===== src/pkg/sccsi_pkg.sv =====
// Package with register map, field positions and reset values of the card contact block.
package sccsi_pkg;
  localparam logic [7:0] ADDR_IRQ_ENABLE = 8'hFB;
  localparam logic [7:0] ADDR_IRQ_FLAGS  = 8'hFC;
  localparam logic [7:0] ADDR_STATUS     = 8'hFD;
  localparam logic [7:0] ADDR_CONTACTS   = 8'hFE;
  localparam logic [7:0] ADDR_IF_CONTROL = 8'hFF;
  localparam logic [7:0] ADDR_CHAR_BUF   = 8'hF9;

  localparam int BIT_CLK_SEL   = 7;
  localparam int BIT_IO_LEVEL  = 3;
  localparam int BIT_CLK_LEVEL = 2;
  localparam int BIT_RST_LEVEL = 1;
  localparam int BIT_SUPPLY_ON = 0;

  localparam int BIT_TXBE  = 7;
  localparam int BIT_CARD  = 6;
  localparam int BIT_RSVD  = 5;
  localparam int BIT_VOK   = 4;
  localparam int BIT_WTO   = 3;
  localparam int BIT_SENT  = 2;
  localparam int BIT_RECV  = 1;
  localparam int BIT_PERR  = 0;

  localparam int BIT_UART_SEL = 3;

  localparam logic [7:0] RST_IRQ_ENABLE = 8'h00;
  localparam logic [7:0] RST_IRQ_FLAGS  = 8'h00;
  localparam logic [7:0] RST_STATUS     = 8'h80;
  localparam logic [7:0] RST_CONTACTS   = 8'h00;
  localparam logic [7:0] RST_IF_CONTROL = 8'h00;
  localparam logic [7:0] MASK_CONTACTS  = 8'h8F;
  localparam logic [7:0] MASK_ENABLE    = 8'hDF;
  localparam logic [7:0] MASK_FLAGS     = 8'h9F;
  localparam logic [7:0] MASK_STATUS_SW = 8'h07;
endpackage


===== src/core/sccsi_regs.sv =====
// Contact control, status, interrupt flag and enable registers of the card interface.
// Function
// - Card clock pin follows level bit when select is 0, link clock when 1.
// - Clock source switch is synchronised so the card clock never glitches.
// - With UART deselected the I/O pin drives the written I/O bit; reads show pin.
// - I/O, clock level and reset bits change only while supply-in-range reads 1.
// - Clock pin equals clock level bit whenever the synchronised clock select is cleared and supply bit is 1.
// - Reset pin low when reset bit is 0, high when 1.
// - Supply bit 0 powers off the interface and disables other contact bits.
// - Buffer-empty status set on move to shifter, cleared on buffer write, resets 1.
// - Presence status is raw; rising presence with enable raises the interrupt.
// - Supply-in-range status mirrors the supply monitor input.
// - Timeout status sets on expiry, clears only on reload or interface reset.
// - Sent status sets on good transmission only; software clears it.
// - Received status sets on reception, including failed last retry; software clears.
// - Parity status sets on parity error events; software clears it.
// - Buffer-empty flag sets on move to shifter; software clears it.
// - Supply-error flag sets when supply leaves range; software clears it.
// - Timeout flag sets on expiry; software clears it.
// - Sent flag sets on transmission complete; software clears it.
// - Received flag sets on reception complete; software clears it.
// - Parity flag sets with sent or received flag on parity error.
// - Enable register holds one enable per flag; bit 5 reads zero.
// - UART drives I/O pin when UART select is 1.
//
// The plain strobed port was chosen for this implementation.
module sccsi_regs (
  input  wire logic       clk_sys_i,
  input  wire logic       arst_n_i,
  input  wire logic [7:0] addr_i,
  input  wire logic [7:0] wdata_i,
  input  wire logic       wr_i,
  input  wire logic       rd_i,
  output logic      [7:0] rdata_o,
  input  wire logic       link_clk_i,
  input  wire logic       io_pin_i,
  output logic            io_pin_o,
  output logic            io_pin_oe_n_o,
  output logic            clk_pin_o,
  output logic            rst_pin_o,
  output logic            supply_on_o,
  input  wire logic       card_present_i,
  input  wire logic       supply_ok_i,
  input  wire logic       uart_io_i,
  input  wire logic       tx_load_i,
  input  wire logic       tx_done_i,
  input  wire logic       rx_done_i,
  input  wire logic       parity_err_i,
  input  wire logic       wt_expire_i,
  input  wire logic       wt_reload_i,
  output logic            buf_write_o,
  output logic            irq_o
);
  logic [7:0] contacts;
  logic [7:0] if_control;
  logic [7:0] irq_enable;
  logic [7:0] irq_flags;
  logic       txbe;
  logic       wto;
  logic [2:0] sw_status;
  logic [1:0] lclk_s;
  logic [1:0] io_s;
  logic [1:0] pres_s;
  logic [1:0] vok_s;
  logic       pres_d;
  logic       vok_d;
  logic       sel_sync;
  logic       lclk;
  logic       io_level_rd;
  logic [7:0] status_rd;
  logic       wr_contacts;
  logic       wr_status;
  logic       wr_flags;

  // Pin inputs pass two flip-flops before use.
  always_ff @(posedge clk_sys_i or negedge arst_n_i)
  begin
    if (!arst_n_i)
    begin
      lclk_s <= 2'h0;
      io_s   <= 2'h3;
      pres_s <= 2'h0;
      vok_s  <= 2'h0;
    end
    else
    begin
      lclk_s <= {lclk_s[0], link_clk_i};
      io_s   <= {io_s[0], io_pin_i};
      pres_s <= {pres_s[0], card_present_i};
      vok_s  <= {vok_s[0], supply_ok_i};
    end
  end

  assign lclk = lclk_s[1];

  always_ff @(posedge clk_sys_i or negedge arst_n_i)
  begin
    if (!arst_n_i)
    begin
      pres_d <= 1'b0;
      vok_d  <= 1'b0;
    end
    else
    begin
      pres_d <= pres_s[1];
      vok_d  <= vok_s[1];
    end
  end

  assign wr_contacts = wr_i && (addr_i == sccsi_pkg::ADDR_CONTACTS);
  assign wr_status   = wr_i && (addr_i == sccsi_pkg::ADDR_STATUS);
  assign wr_flags    = wr_i && (addr_i == sccsi_pkg::ADDR_IRQ_FLAGS);
  assign buf_write_o = wr_i && (addr_i == sccsi_pkg::ADDR_CHAR_BUF);

  always_ff @(posedge clk_sys_i or negedge arst_n_i)
  begin
    if (!arst_n_i)
    begin
      contacts <= sccsi_pkg::RST_CONTACTS;
    end
    else if (wr_contacts)
    begin
      contacts[sccsi_pkg::BIT_CLK_SEL]   <= wdata_i[sccsi_pkg::BIT_CLK_SEL];
      contacts[sccsi_pkg::BIT_SUPPLY_ON] <= wdata_i[sccsi_pkg::BIT_SUPPLY_ON];
      if (vok_s[1])
      begin
        contacts[sccsi_pkg::BIT_IO_LEVEL]  <= wdata_i[sccsi_pkg::BIT_IO_LEVEL];
        contacts[sccsi_pkg::BIT_CLK_LEVEL] <= wdata_i[sccsi_pkg::BIT_CLK_LEVEL];
        contacts[sccsi_pkg::BIT_RST_LEVEL] <= wdata_i[sccsi_pkg::BIT_RST_LEVEL];
      end
    end
  end

  always_ff @(posedge clk_sys_i or negedge arst_n_i)
  begin
    if (!arst_n_i)
    begin
      if_control <= sccsi_pkg::RST_IF_CONTROL;
    end
    else if (wr_i && (addr_i == sccsi_pkg::ADDR_IF_CONTROL))
    begin
      if_control <= wdata_i;
    end
  end

  // Enable register, reserved bit held at zero.
  always_ff @(posedge clk_sys_i or negedge arst_n_i)
  begin
    if (!arst_n_i)
    begin
      irq_enable <= sccsi_pkg::RST_IRQ_ENABLE;
    end
    else if (wr_i && (addr_i == sccsi_pkg::ADDR_IRQ_ENABLE))
    begin
      irq_enable <= wdata_i & sccsi_pkg::MASK_ENABLE;
    end
  end

  // Source switches only while the link clock is low, so no runt pulse.
  always_ff @(posedge clk_sys_i or negedge arst_n_i)
  begin
    if (!arst_n_i)
    begin
      sel_sync     <= 1'b0;
    end
    else if (!lclk && !contacts[sccsi_pkg::BIT_CLK_LEVEL])
    begin
      sel_sync <= contacts[sccsi_pkg::BIT_CLK_SEL];
    end
  end

  // Card clock source mux, registered for a clean edge.
  // Level bit drives the pin while select is cleared.
  // Without supply all contacts are held low.
  always_ff @(posedge clk_sys_i or negedge arst_n_i)
  begin
    if (!arst_n_i)
    begin
      clk_pin_o <= 1'b0;
      rst_pin_o <= 1'b0;
      io_pin_o  <= 1'b0;
      io_pin_oe_n_o <= 1'b1;
    end
    else if (!contacts[sccsi_pkg::BIT_SUPPLY_ON])
    begin
      clk_pin_o <= 1'b0;
      rst_pin_o <= 1'b0;
      io_pin_o  <= 1'b0;
      io_pin_oe_n_o <= 1'b0;
    end
    else
    begin
      clk_pin_o <= sel_sync ? lclk : contacts[sccsi_pkg::BIT_CLK_LEVEL];
      rst_pin_o <= contacts[sccsi_pkg::BIT_RST_LEVEL];
      // Open-drain: drive low for 0, release for 1 so the pin can be read.
      if (if_control[sccsi_pkg::BIT_UART_SEL])
      begin
        io_pin_o      <= 1'b0;
        io_pin_oe_n_o <= uart_io_i;
      end
      else
      begin
        io_pin_o      <= 1'b0;
        io_pin_oe_n_o <= contacts[sccsi_pkg::BIT_IO_LEVEL];
      end
    end
  end

  assign io_level_rd = contacts[sccsi_pkg::BIT_IO_LEVEL] & io_s[1];

  // Buffer empty: set on load into shifter wins over a buffer write.
  // Timeout status set on expiry, cleared by reload.
  always_ff @(posedge clk_sys_i or negedge arst_n_i)
  begin
    if (!arst_n_i)
    begin
      txbe <= sccsi_pkg::RST_STATUS[sccsi_pkg::BIT_TXBE];
      wto  <= 1'b0;
    end
    else
    begin
      if (tx_load_i)
        txbe <= 1'b1;
      else if (buf_write_o)
        txbe <= 1'b0;
      if (wt_expire_i)
        wto <= 1'b1;
      else if (wt_reload_i)
        wto <= 1'b0;
    end
  end

  // Character status bits, hardware set wins over clear.
  always_ff @(posedge clk_sys_i or negedge arst_n_i)
  begin
    if (!arst_n_i)
    begin
      sw_status <= 3'h0;
    end
    else
    begin
      for (int i = 0; i < 3; i++)
      begin
        if (wr_status && !wdata_i[i])
          sw_status[i] <= 1'b0;
      end
      if (tx_done_i && !parity_err_i)
        sw_status[sccsi_pkg::BIT_SENT] <= 1'b1;
      if (rx_done_i)
        sw_status[sccsi_pkg::BIT_RECV] <= 1'b1;
      if (parity_err_i && (tx_done_i || rx_done_i))
        sw_status[sccsi_pkg::BIT_PERR] <= 1'b1;
    end
  end

  // Sticky flags; writing 0 clears, set wins.
  // Presence rising edge latches the card-in flag bit.
  always_ff @(posedge clk_sys_i or negedge arst_n_i)
  begin
    if (!arst_n_i)
    begin
      irq_flags <= sccsi_pkg::RST_IRQ_FLAGS;
    end
    else
    begin
      for (int i = 0; i < 8; i++)
      begin
        if (wr_flags && !wdata_i[i])
          irq_flags[i] <= 1'b0;
      end
      if (tx_load_i)
        irq_flags[sccsi_pkg::BIT_TXBE] <= 1'b1;
      if (pres_s[1] && !pres_d)
        irq_flags[sccsi_pkg::BIT_CARD] <= 1'b1;
      if (vok_d && !vok_s[1])
        irq_flags[sccsi_pkg::BIT_VOK] <= 1'b1;
      if (wt_expire_i)
        irq_flags[sccsi_pkg::BIT_WTO] <= 1'b1;
      if (tx_done_i)
        irq_flags[sccsi_pkg::BIT_SENT] <= 1'b1;
      if (rx_done_i)
        irq_flags[sccsi_pkg::BIT_RECV] <= 1'b1;
      if (parity_err_i && (tx_done_i || rx_done_i))
        irq_flags[sccsi_pkg::BIT_PERR] <= 1'b1;
    end
  end

  // Single interrupt from flag and enable pairs.
  assign irq_o = |(irq_flags & irq_enable);

  assign status_rd = {txbe, pres_s[1], 1'b0, vok_s[1], wto, sw_status};

  always_ff @(posedge clk_sys_i or negedge arst_n_i)
  begin
    if (!arst_n_i)
    begin
      rdata_o <= 8'h00;
    end
    else if (rd_i)
    begin
      case (addr_i)
        sccsi_pkg::ADDR_IRQ_ENABLE: rdata_o <= irq_enable;
        sccsi_pkg::ADDR_IRQ_FLAGS:  rdata_o <= irq_flags & sccsi_pkg::MASK_FLAGS
                                               | (irq_flags & 8'h40);
        sccsi_pkg::ADDR_STATUS:     rdata_o <= status_rd;
        sccsi_pkg::ADDR_CONTACTS:   rdata_o <= {contacts[7:4], io_level_rd, contacts[2:0]}
                                               & sccsi_pkg::MASK_CONTACTS;
        sccsi_pkg::ADDR_IF_CONTROL: rdata_o <= if_control;
        default:                    rdata_o <= 8'h00;
      endcase
    end
    else
    begin
      rdata_o <= 8'h00;
    end
  end

  // Enabled buffer-empty event raises the interrupt.
  irq_pair_a: assert property (@(posedge clk_sys_i) disable iff (!arst_n_i)
    tx_load_i && irq_enable[sccsi_pkg::BIT_TXBE]
      && !(wr_i && (addr_i == sccsi_pkg::ADDR_IRQ_ENABLE)) |=> irq_o)
    else $error("irq not raised");
  txbe_set_a: assert property (@(posedge clk_sys_i) disable iff (!arst_n_i)
    tx_load_i |=> txbe) else $error("txbe not set");
  txbe_clr_a: assert property (@(posedge clk_sys_i) disable iff (!arst_n_i)
    buf_write_o && !tx_load_i |=> !txbe) else $error("txbe not cleared");
  wto_hold_a: assert property (@(posedge clk_sys_i) disable iff (!arst_n_i)
    wto && !wt_reload_i |=> wto) else $error("timeout lost");
  wto_flag_a: assert property (@(posedge clk_sys_i) disable iff (!arst_n_i)
    wt_expire_i |=> irq_flags[3]) else $error("timeout flag missing");
  // Failed send never sets sent status.
  sent_good_a: assert property (@(posedge clk_sys_i) disable iff (!arst_n_i)
    $rose(sw_status[2]) |-> $past(tx_done_i) && !$past(parity_err_i))
    else $error("sent status wrongly set");
  // Reset pin follows bit when powered.
  rst_pin_a: assert property (@(posedge clk_sys_i) disable iff (!arst_n_i)
    contacts[0] |=> rst_pin_o == $past(contacts[1])) else $error("reset pin wrong");
  supply_off_a: assert property (@(posedge clk_sys_i) disable iff (!arst_n_i)
    !contacts[0] |=> !clk_pin_o && !rst_pin_o) else $error("contacts active unpowered");
  en_rsvd_a: assert property (@(posedge clk_sys_i) disable iff (!arst_n_i)
    !irq_enable[5]) else $error("reserved enable set");
  // Level bits frozen without supply in range.
  lvl_gate_a: assert property (@(posedge clk_sys_i) disable iff (!arst_n_i)
    !vok_s[1] |=> $stable(contacts[3:1])) else $error("level changed unpowered");
  // Clock source switches only while the pin is low.
  clk_switch_a: assert property (@(posedge clk_sys_i) disable iff (!arst_n_i)
    $changed(sel_sync) |-> !clk_pin_o) else $error("clock source switched while high");
  // Software I/O bit drives the pin while the UART is deselected.
  io_bit_a: assert property (@(posedge clk_sys_i) disable iff (!arst_n_i)
    contacts[0] && !if_control[3] |=> io_pin_oe_n_o == $past(contacts[3]))
    else $error("io pin does not follow io bit");
  // UART level drives the pin while the UART is selected.
  uart_io_a: assert property (@(posedge clk_sys_i) disable iff (!arst_n_i)
    contacts[0] && if_control[3] |=> io_pin_oe_n_o == $past(uart_io_i))
    else $error("io pin does not follow uart");
  // Presence rising edge sets the card-in flag.
  pres_flag_a: assert property (@(posedge clk_sys_i) disable iff (!arst_n_i)
    pres_s[1] && !pres_d |=> irq_flags[6]) else $error("presence flag missing");
  // Supply leaving range sets the supply-error flag.
  vok_flag_a: assert property (@(posedge clk_sys_i) disable iff (!arst_n_i)
    vok_d && !vok_s[1] |=> irq_flags[4]) else $error("supply flag missing");

  assign supply_on_o = contacts[sccsi_pkg::BIT_SUPPLY_ON];
endmodule


===== config.mk =====
export PLATFORM = sky130hd
export DESIGN_NAME = sccsi_regs
export DESIGN_NICKNAME = d
export VERILOG_FILES = /design/src/pkg/sccsi_pkg.sv /design/src/core/sccsi_regs.sv
export SDC_FILE = /design/constraint.sdc
export NUM_CORES = 1
export LEC_CHECK = 0
export BUFFER_PORTS_ARGS = -buffer_cell sky130_fd_sc_hd__buf_2
export CELL_PAD_IN_SITES_DETAIL_PLACEMENT = 1
export CELL_PAD_IN_SITES_GLOBAL_PLACEMENT = 1
export CORE_MARGIN = 2
export CORE_UTILIZATION = 43
export DETAILED_ROUTE_END_ITERATION = 8
export MAX_ROUTING_LAYER = met4
export PLACE_DENSITY = 0.77
export SLEW_MARGIN = 30
export SYNTH_ARGS = -nofsm -noshare
export SYNTH_HDL_FRONTEND = slang
export SYNTH_SLANG_ARGS = --single-unit

===== constraint.sdc =====
create_clock -name clk_sys_i -period 1.3 [get_ports clk_sys_i]
set_input_delay 0.195 -clock clk_sys_i [delete_from_list [all_inputs] [get_ports clk_sys_i]]
set_output_delay 0.195 -clock clk_sys_i [all_outputs]
set_load 0.01 [all_outputs]

### After elaboration in Yosys (flattened, before gate mapping)

Cells that the tools add are included.

| word-level totals | value |
|---|---|
| bits in registers | 54 |
| output and inout bits | 15 |
| bits of input ports | 31 |
| logic and storage cells | 116 |

| cells by class | value |
|---|---|
| muxes and demuxes | 31 |
| bitwise logic cells | 3 |
| reduce and logical (&&, ||, !) cells | 48 |
| eq/ne operators | 6 |

Operators with widths:

| cell | number |
|---|---|
| $eq 8x8->1 const B | 6 |
| $pmux 8 s5 | 1 |
| $mux 1 | 29 |
| $reduce_bool 2->1 | 12 |
| $logic_and 1x1->1 | 21 |
| $logic_not 1->1 | 12 |
| $and 8x8->8 | 1 |
| $mux 8 | 1 |
| $or 8x7->8 | 1 |
| $reduce_or 8->1 | 1 |
| $reduce_and 2->1 | 1 |
| $and 1x1->1 | 1 |
| $logic_or 1x1->1 | 1 |

### Depth between registers and ports, before layout

| logic depth | value |
|---|---|
| word-level depth | 5 |
| mapped depth | 7 |
| mapped depth without buffers | 4 |

### Worst setup path after synthesis

OpenSTA, ideal clock, no wires.

| path | value |
|---|---|
| path kind | input to register |
| start point | input addr_i[7] |
| end point | register contacts[1] |
| arrival time | 1438 ps |
| buffers on the path | 1 |
| slack | -263 ps |
| library setup time | 125 ps |
| cell stages on the path | 5 |
| cells stage by stage | and4_1 buf_2 nand4_1 nor4b_2 mux2_2 |

| between the ends | value |
|---|---|
| word-level cells in the longest chain between the ends | 3 |

Ends and longest elaborated chain:

| element | line | text |
|---|---|---|
| start, declared | sccsi_regs.sv:30 | `input wire logic [7:0] addr_i,` |
| $eq 8x8->1 | sccsi_regs.sv:110 | `assign wr_contacts = wr_i && (addr_i == sccsi_pkg::ADDR_CONTACTS);` |
| $logic_and 1x1->1 | sccsi_regs.sv:110 |  |
| $reduce_and 2->1 (no line) | n/a |  |
| end signal, assigned | sccsi_regs.sv:119 | `contacts <= sccsi_pkg::RST_CONTACTS;` |
| end signal, assigned by index | sccsi_regs.sv:123 | `contacts[sccsi_pkg::BIT_CLK_SEL] <= wdata_i[sccsi_pkg::BIT_CLK_SEL];` |
| end signal, assigned by index | sccsi_regs.sv:124 | `contacts[sccsi_pkg::BIT_SUPPLY_ON] <= wdata_i[sccsi_pkg::BIT_SUPPLY_ON];` |
| end, declared | sccsi_regs.sv:54 | `logic [7:0] contacts;` |

No other way between the ends.
A chain may end at the register's enable or synchronous reset.

### Worst setup path after layout

| path | value |
|---|---|
| start point | register irq_flags[3] |
| end point | output irq_o |

| between the ends | value |
|---|---|
| word-level cells in the longest chain between the ends | 2 |

Ends and longest elaborated chain:

| element | line | text |
|---|---|---|
| start, declared | sccsi_regs.sv:57 | `logic [7:0] irq_flags;` |
| start signal, assigned | sccsi_regs.sv:262 | `irq_flags <= sccsi_pkg::RST_IRQ_FLAGS;` |
| $and 8x8->8 | sccsi_regs.sv:289 | `assign irq_o = \|(irq_flags & irq_enable);` |
| $reduce_or 8->1 | sccsi_regs.sv:289 |  |
| end, declared | sccsi_regs.sv:52 | `output logic irq_o` |

No other way between the ends.

==> Flow_metrics.wiki <==
{| class="wikitable"
! Metric !! Value
|-
| Cell family contributing the most delay on the critical path || flip-flops
|-
| Vias || 1763
|-
| Hold slack final || 79.7 ps
|-
| Die area || 5880 sq um
|-
| Net switching power || 701 uW
|-
| RSZ-0062 raised after global routing || true
|-
| Worst Path Buf+Inv || 1
|-
| Final cell count without fillers || 326
|-
| Nature of the critical path startpoint || flip-flop
|-
| Count of antenna-violating nets left after detailed routing || 0
|-
| Avg WL per Cell || 19.4 microns
|-
| Post-DP HPWL || 4320 microns
|-
| Number of clock sinks || 54
|-
| Area occupied by registers || 1360 sq um
|-
| Detailed-route vias per instance || 5.41
|-
| Layout cell share with drive strength beyond 1 || 43.8%
|-
| DRT Pass-1 Iters || 4
|-
| Slew Viols, Final || 0
|-
| Die width || 76.7 microns
|-
| Area grow syn2layout || 32.8%
|-
| Cell at the slowest stage of the critical path || sky130_fd_sc_hd__dfrtp_1
|-
| Number of warnings printed during yosys synthesis || 0
|-
| Net total in the final layout || 286
|-
| Number of fill cells in the layout || 544
|-
| Kind of path behind the tightest hold check || input pin to flip-flop
|-
| Crit-path cells || a222oi_1, nand3_1, buf_2
|-
| Layout Skew || 4.26 ps
|-
| Data arrival, critical path || 1370 ps
|-
| Global-route wire length before repair || 10300 microns
|-
| Cell area after layout || 3020 sq um
|-
| Post-layout worst setup margin || -265 ps
|-
| Violations in the final reports || negative setup slack
|-
| Placed Instances || 310
|-
| Worst setup path class || flip-flop to output pin
|-
| Number of buffers created by CTS || 5
|-
| All-Layer GR Usage || 23.3%
|-
| Delay of the slowest critical-path stage || 420 ps
|-
| Synth Register Bits || 54
|-
| Port-buffer cells || 44
|-
| Required time at the worst-slack endpoint || 1110 ps
|-
| Count of boundary I/O pins || 46
|-
| Leakage component of the power || 0.00149 uW
|-
| PwrDens || 1000 nW/um^2
|-
| Mapped cell area || 2270 sq um
|-
| Clock latency of the later-clocked register in the worst-skew pair || 300 ps
|-
| Maximum level of the CTS H-tree || 2
|-
| DRT Wirelength || 6340 microns
|-
| Fmax achieved || 639 MHz
|-
| Number of distinct standard cells referenced by the synthesized netlist || 36
|-
| Max Root-Sink Buffers || 2
|-
| Cell chosen for the clock root || sky130_fd_sc_hd__clkbuf_8
|-
| Post-place setup slack || -411 ps
|-
| Proportion of synthesized chip area in sequential cells || 59.7%
|-
| Pin count of the biggest net entering global routing || 55
|-
| Number of DRC violations after detailed routing || 0
|-
| Fraction of the cycle the final worst path needs || 120%
|-
| Switch share || 23.1%
|-
| Clock period minus worst slack || 1560 ps
|-
| Final weighted congestion of routability-driven global placement || 0.835
|-
| Post-synthesis cell count || 179
|-
| Internal power || 2330 uW
|-
| CTS clk-pin slew, worst paths || 90 ps
|-
| Max capacitance violation total || 0
|-
| First-iteration detailed-routing DRC count || 103
|-
| CTS tree || yes
|-
| Number of standard-cell rows in the floorplan || 26
|-
| Area of the multi-input gates || 927 sq um
|-
| Critical path fanouts, max || 2
|-
| Outcome || finished, violations left
|-
| # setup viols final || 1
|-
| Number of antenna diodes || 0
|-
| Cell area after placement || 2790 sq um
|-
| Final Hold Violating Endpoints || 0
|-
| Core region area || 5110 sq um
|-
| Overall power after layout || 3030 uW
|-
| Antenna violations before repair || 0
|-
| Clock share of power || 31.1%
|-
| Combinational share of power || 10.7%
|-
| Sequential fraction of design power || 58.2%
|-
| Via count of the first global-routing pass || 1968
|-
| Post-Synthesis Net Count || 210
|-
| Type of element capturing the critical path || output pin
|-
| Peak supply drop || 0.631 mV
|-
| Global-route congestion overflow total || 0
|-
| Initial core utilization || 44.5%
|-
| Mean instance size in the synthesized netlist || 12.7 sq um
|-
| Y dimension of the die || 76.7 microns
|}
[power by group through the flow]
stage | clock [uW] | combinational (uW) | sequential [uW]
5_1_grt | 1040 | 355 | 1770
3_5_place_dp | 0 | 297 | 1800
4_1_cts | 957 | 316 | 1760
6_report | 942 | 326 | 1760
2_1_floorplan | 0 | 130 | 1780
3_3_place_gp | 0 | 287 | 1790
[layout make-up]
| cell class | instances | area share [%] |
|---|---|---|
| Sequential cell | 54 | 44.9 |
| Multi-Input combinational cell | 108 | 30.7 |
| Timing Repair Buffer | 78 | 17.5 |
| Clock buffer | 8 | 2.99 |
| Tap cell | 70 | 2.90 |
| Inverter | 8 | 0.995 |
[path summary, 6_finish.rpt]
check	startpoint	depth (start not counted)	slack [ps]	end
setup / recovery	irq_flags[3]	3	-260	irq_o
hold / removal	wt_expire_i	2	80	wto
setup reg to reg	vok_s[1]	3	30	contacts[3]
hold reg to reg	pres_s[0]	0	360	pres_s[1]
max in group asynchronous	arst_n_i	3	570	io_s[0]
min in group asynchronous	arst_n_i	3	430	pres_d
[cell usage after synthesis]
cell                        number  area share [%]
sky130_fd_sc_hd__a21o_1          1            0.33
sky130_fd_sc_hd__a21oi_1         4            0.88
sky130_fd_sc_hd__a222oi_1        1            0.44
sky130_fd_sc_hd__a22oi_1         9             3.0
sky130_fd_sc_hd__and2_1          2            0.55
sky130_fd_sc_hd__and3_1          3            0.83
sky130_fd_sc_hd__and4_1          2            0.77
sky130_fd_sc_hd__and4b_1         1            0.44
sky130_fd_sc_hd__buf_2           5             1.1
sky130_fd_sc_hd__buf_4           2            0.66
sky130_fd_sc_hd__clkbuf_1        2            0.33
sky130_fd_sc_hd__conb_1          1            0.17
sky130_fd_sc_hd__dfrtp_1        50              55
sky130_fd_sc_hd__dfstp_2         4             4.6
sky130_fd_sc_hd__inv_1           8             1.3
sky130_fd_sc_hd__mux2_2         14             6.9
sky130_fd_sc_hd__mux2_4          7             4.6
sky130_fd_sc_hd__mux2i_1         9             4.0
sky130_fd_sc_hd__nand2_1         6            0.99
sky130_fd_sc_hd__nand2b_1        5             1.4
sky130_fd_sc_hd__nand3_1         2            0.44
sky130_fd_sc_hd__nand3_2         1            0.44
sky130_fd_sc_hd__nand4_1         2            0.55
sky130_fd_sc_hd__nand4b_1        1            0.39
sky130_fd_sc_hd__nor2_1          5            0.83
sky130_fd_sc_hd__nor2b_1         2            0.55
sky130_fd_sc_hd__nor3_1          4            0.88
sky130_fd_sc_hd__nor3b_1         1            0.33
sky130_fd_sc_hd__nor4b_2         1            0.66
sky130_fd_sc_hd__o2111ai_1       1            0.39
sky130_fd_sc_hd__o21ai_0        13             2.9
sky130_fd_sc_hd__o21bai_1        1            0.33
sky130_fd_sc_hd__o22ai_1         4             1.1
sky130_fd_sc_hd__o2bb2ai_1       3             1.2
sky130_fd_sc_hd__o31ai_1         1            0.33
sky130_fd_sc_hd__or3b_1          1            0.39
[metrics by stage]
stage	TNS (ps)	utilization (%)
5_1_grt	-334	59.1
2_1_floorplan	-2500	-
4_1_cts	-312	58.3
6_report	-265	59.1
3_5_place_dp	-7590	54.7
3_3_place_gp	-5890	54.7
[registers in the layout (all words and copies together), names as in the netlist]
signal,cells
clk_pin_o,1
contacts,4
if_control,8
io_pin_oe_n_o,1
io_s,2
irq_enable,7
irq_flags,7
lclk_s,2
pres_d,1
pres_s,2
rdata_o,8
rst_pin_o,1
sel_sync,1
supply_on_o,1
sw_status,3
txbe,1
vok_d,1
vok_s,2
wto,1
[repair_timing]
| action | CTS | global route |
|---|---|---|
| resized for setup | 11 | 4 |
| gates cloned | 0 | 0 |
| pin swaps | 3 | 1 |
| setup endpoints to repair | 14 | 12 |
| buffers inserted | 2 | 1 |
| hold buffers | 3 | 2 |
| endpoints found under the hold margin | 52 | 2 |
[metal layers]
metal	up-vias	track usage, %	share of wire [%]
li1	794	-	-
met1	916	28.2	42
met2	43	40.1	54
met3	10	4.24	3.1
met4	0	6.55	1.2
met5	-	-	0
[cells by family after synthesis]
| kind of cell | share of synthesized area [%] |
|---|---|
| buffers and inverters | 3.41 |
| other | 0.165 |
| AND/OR/NAND/NOR | 10.4 |
| AO/OA/AOI/OAI | 10.8 |
| flip-flops | 59.7 |
| multiplexers | 15.5 |
[cell usage in the layout (no fill, tap or decap), types with 3 or more instances in the layout]
master and instances:
sky130_fd_sc_hd__a21oi_1 4, sky130_fd_sc_hd__a22oi_1 9, sky130_fd_sc_hd__and3_1 3, sky130_fd_sc_hd__buf_2 41
sky130_fd_sc_hd__buf_4 26, sky130_fd_sc_hd__buf_6 5, sky130_fd_sc_hd__clkbuf_8 6, sky130_fd_sc_hd__dfrtp_1 50
sky130_fd_sc_hd__dfstp_2 4, sky130_fd_sc_hd__dlygate4sd3_1 5, sky130_fd_sc_hd__inv_1 8, sky130_fd_sc_hd__mux2_2 3
sky130_fd_sc_hd__mux2_4 18, sky130_fd_sc_hd__mux2i_1 9, sky130_fd_sc_hd__nand2_1 6, sky130_fd_sc_hd__nand2b_1 4
sky130_fd_sc_hd__nor2_1 5, sky130_fd_sc_hd__o21ai_0 13, sky130_fd_sc_hd__o22ai_1 4, sky130_fd_sc_hd__o2bb2ai_1 3
No activity file was read; power rests on OpenSTA's default activity.
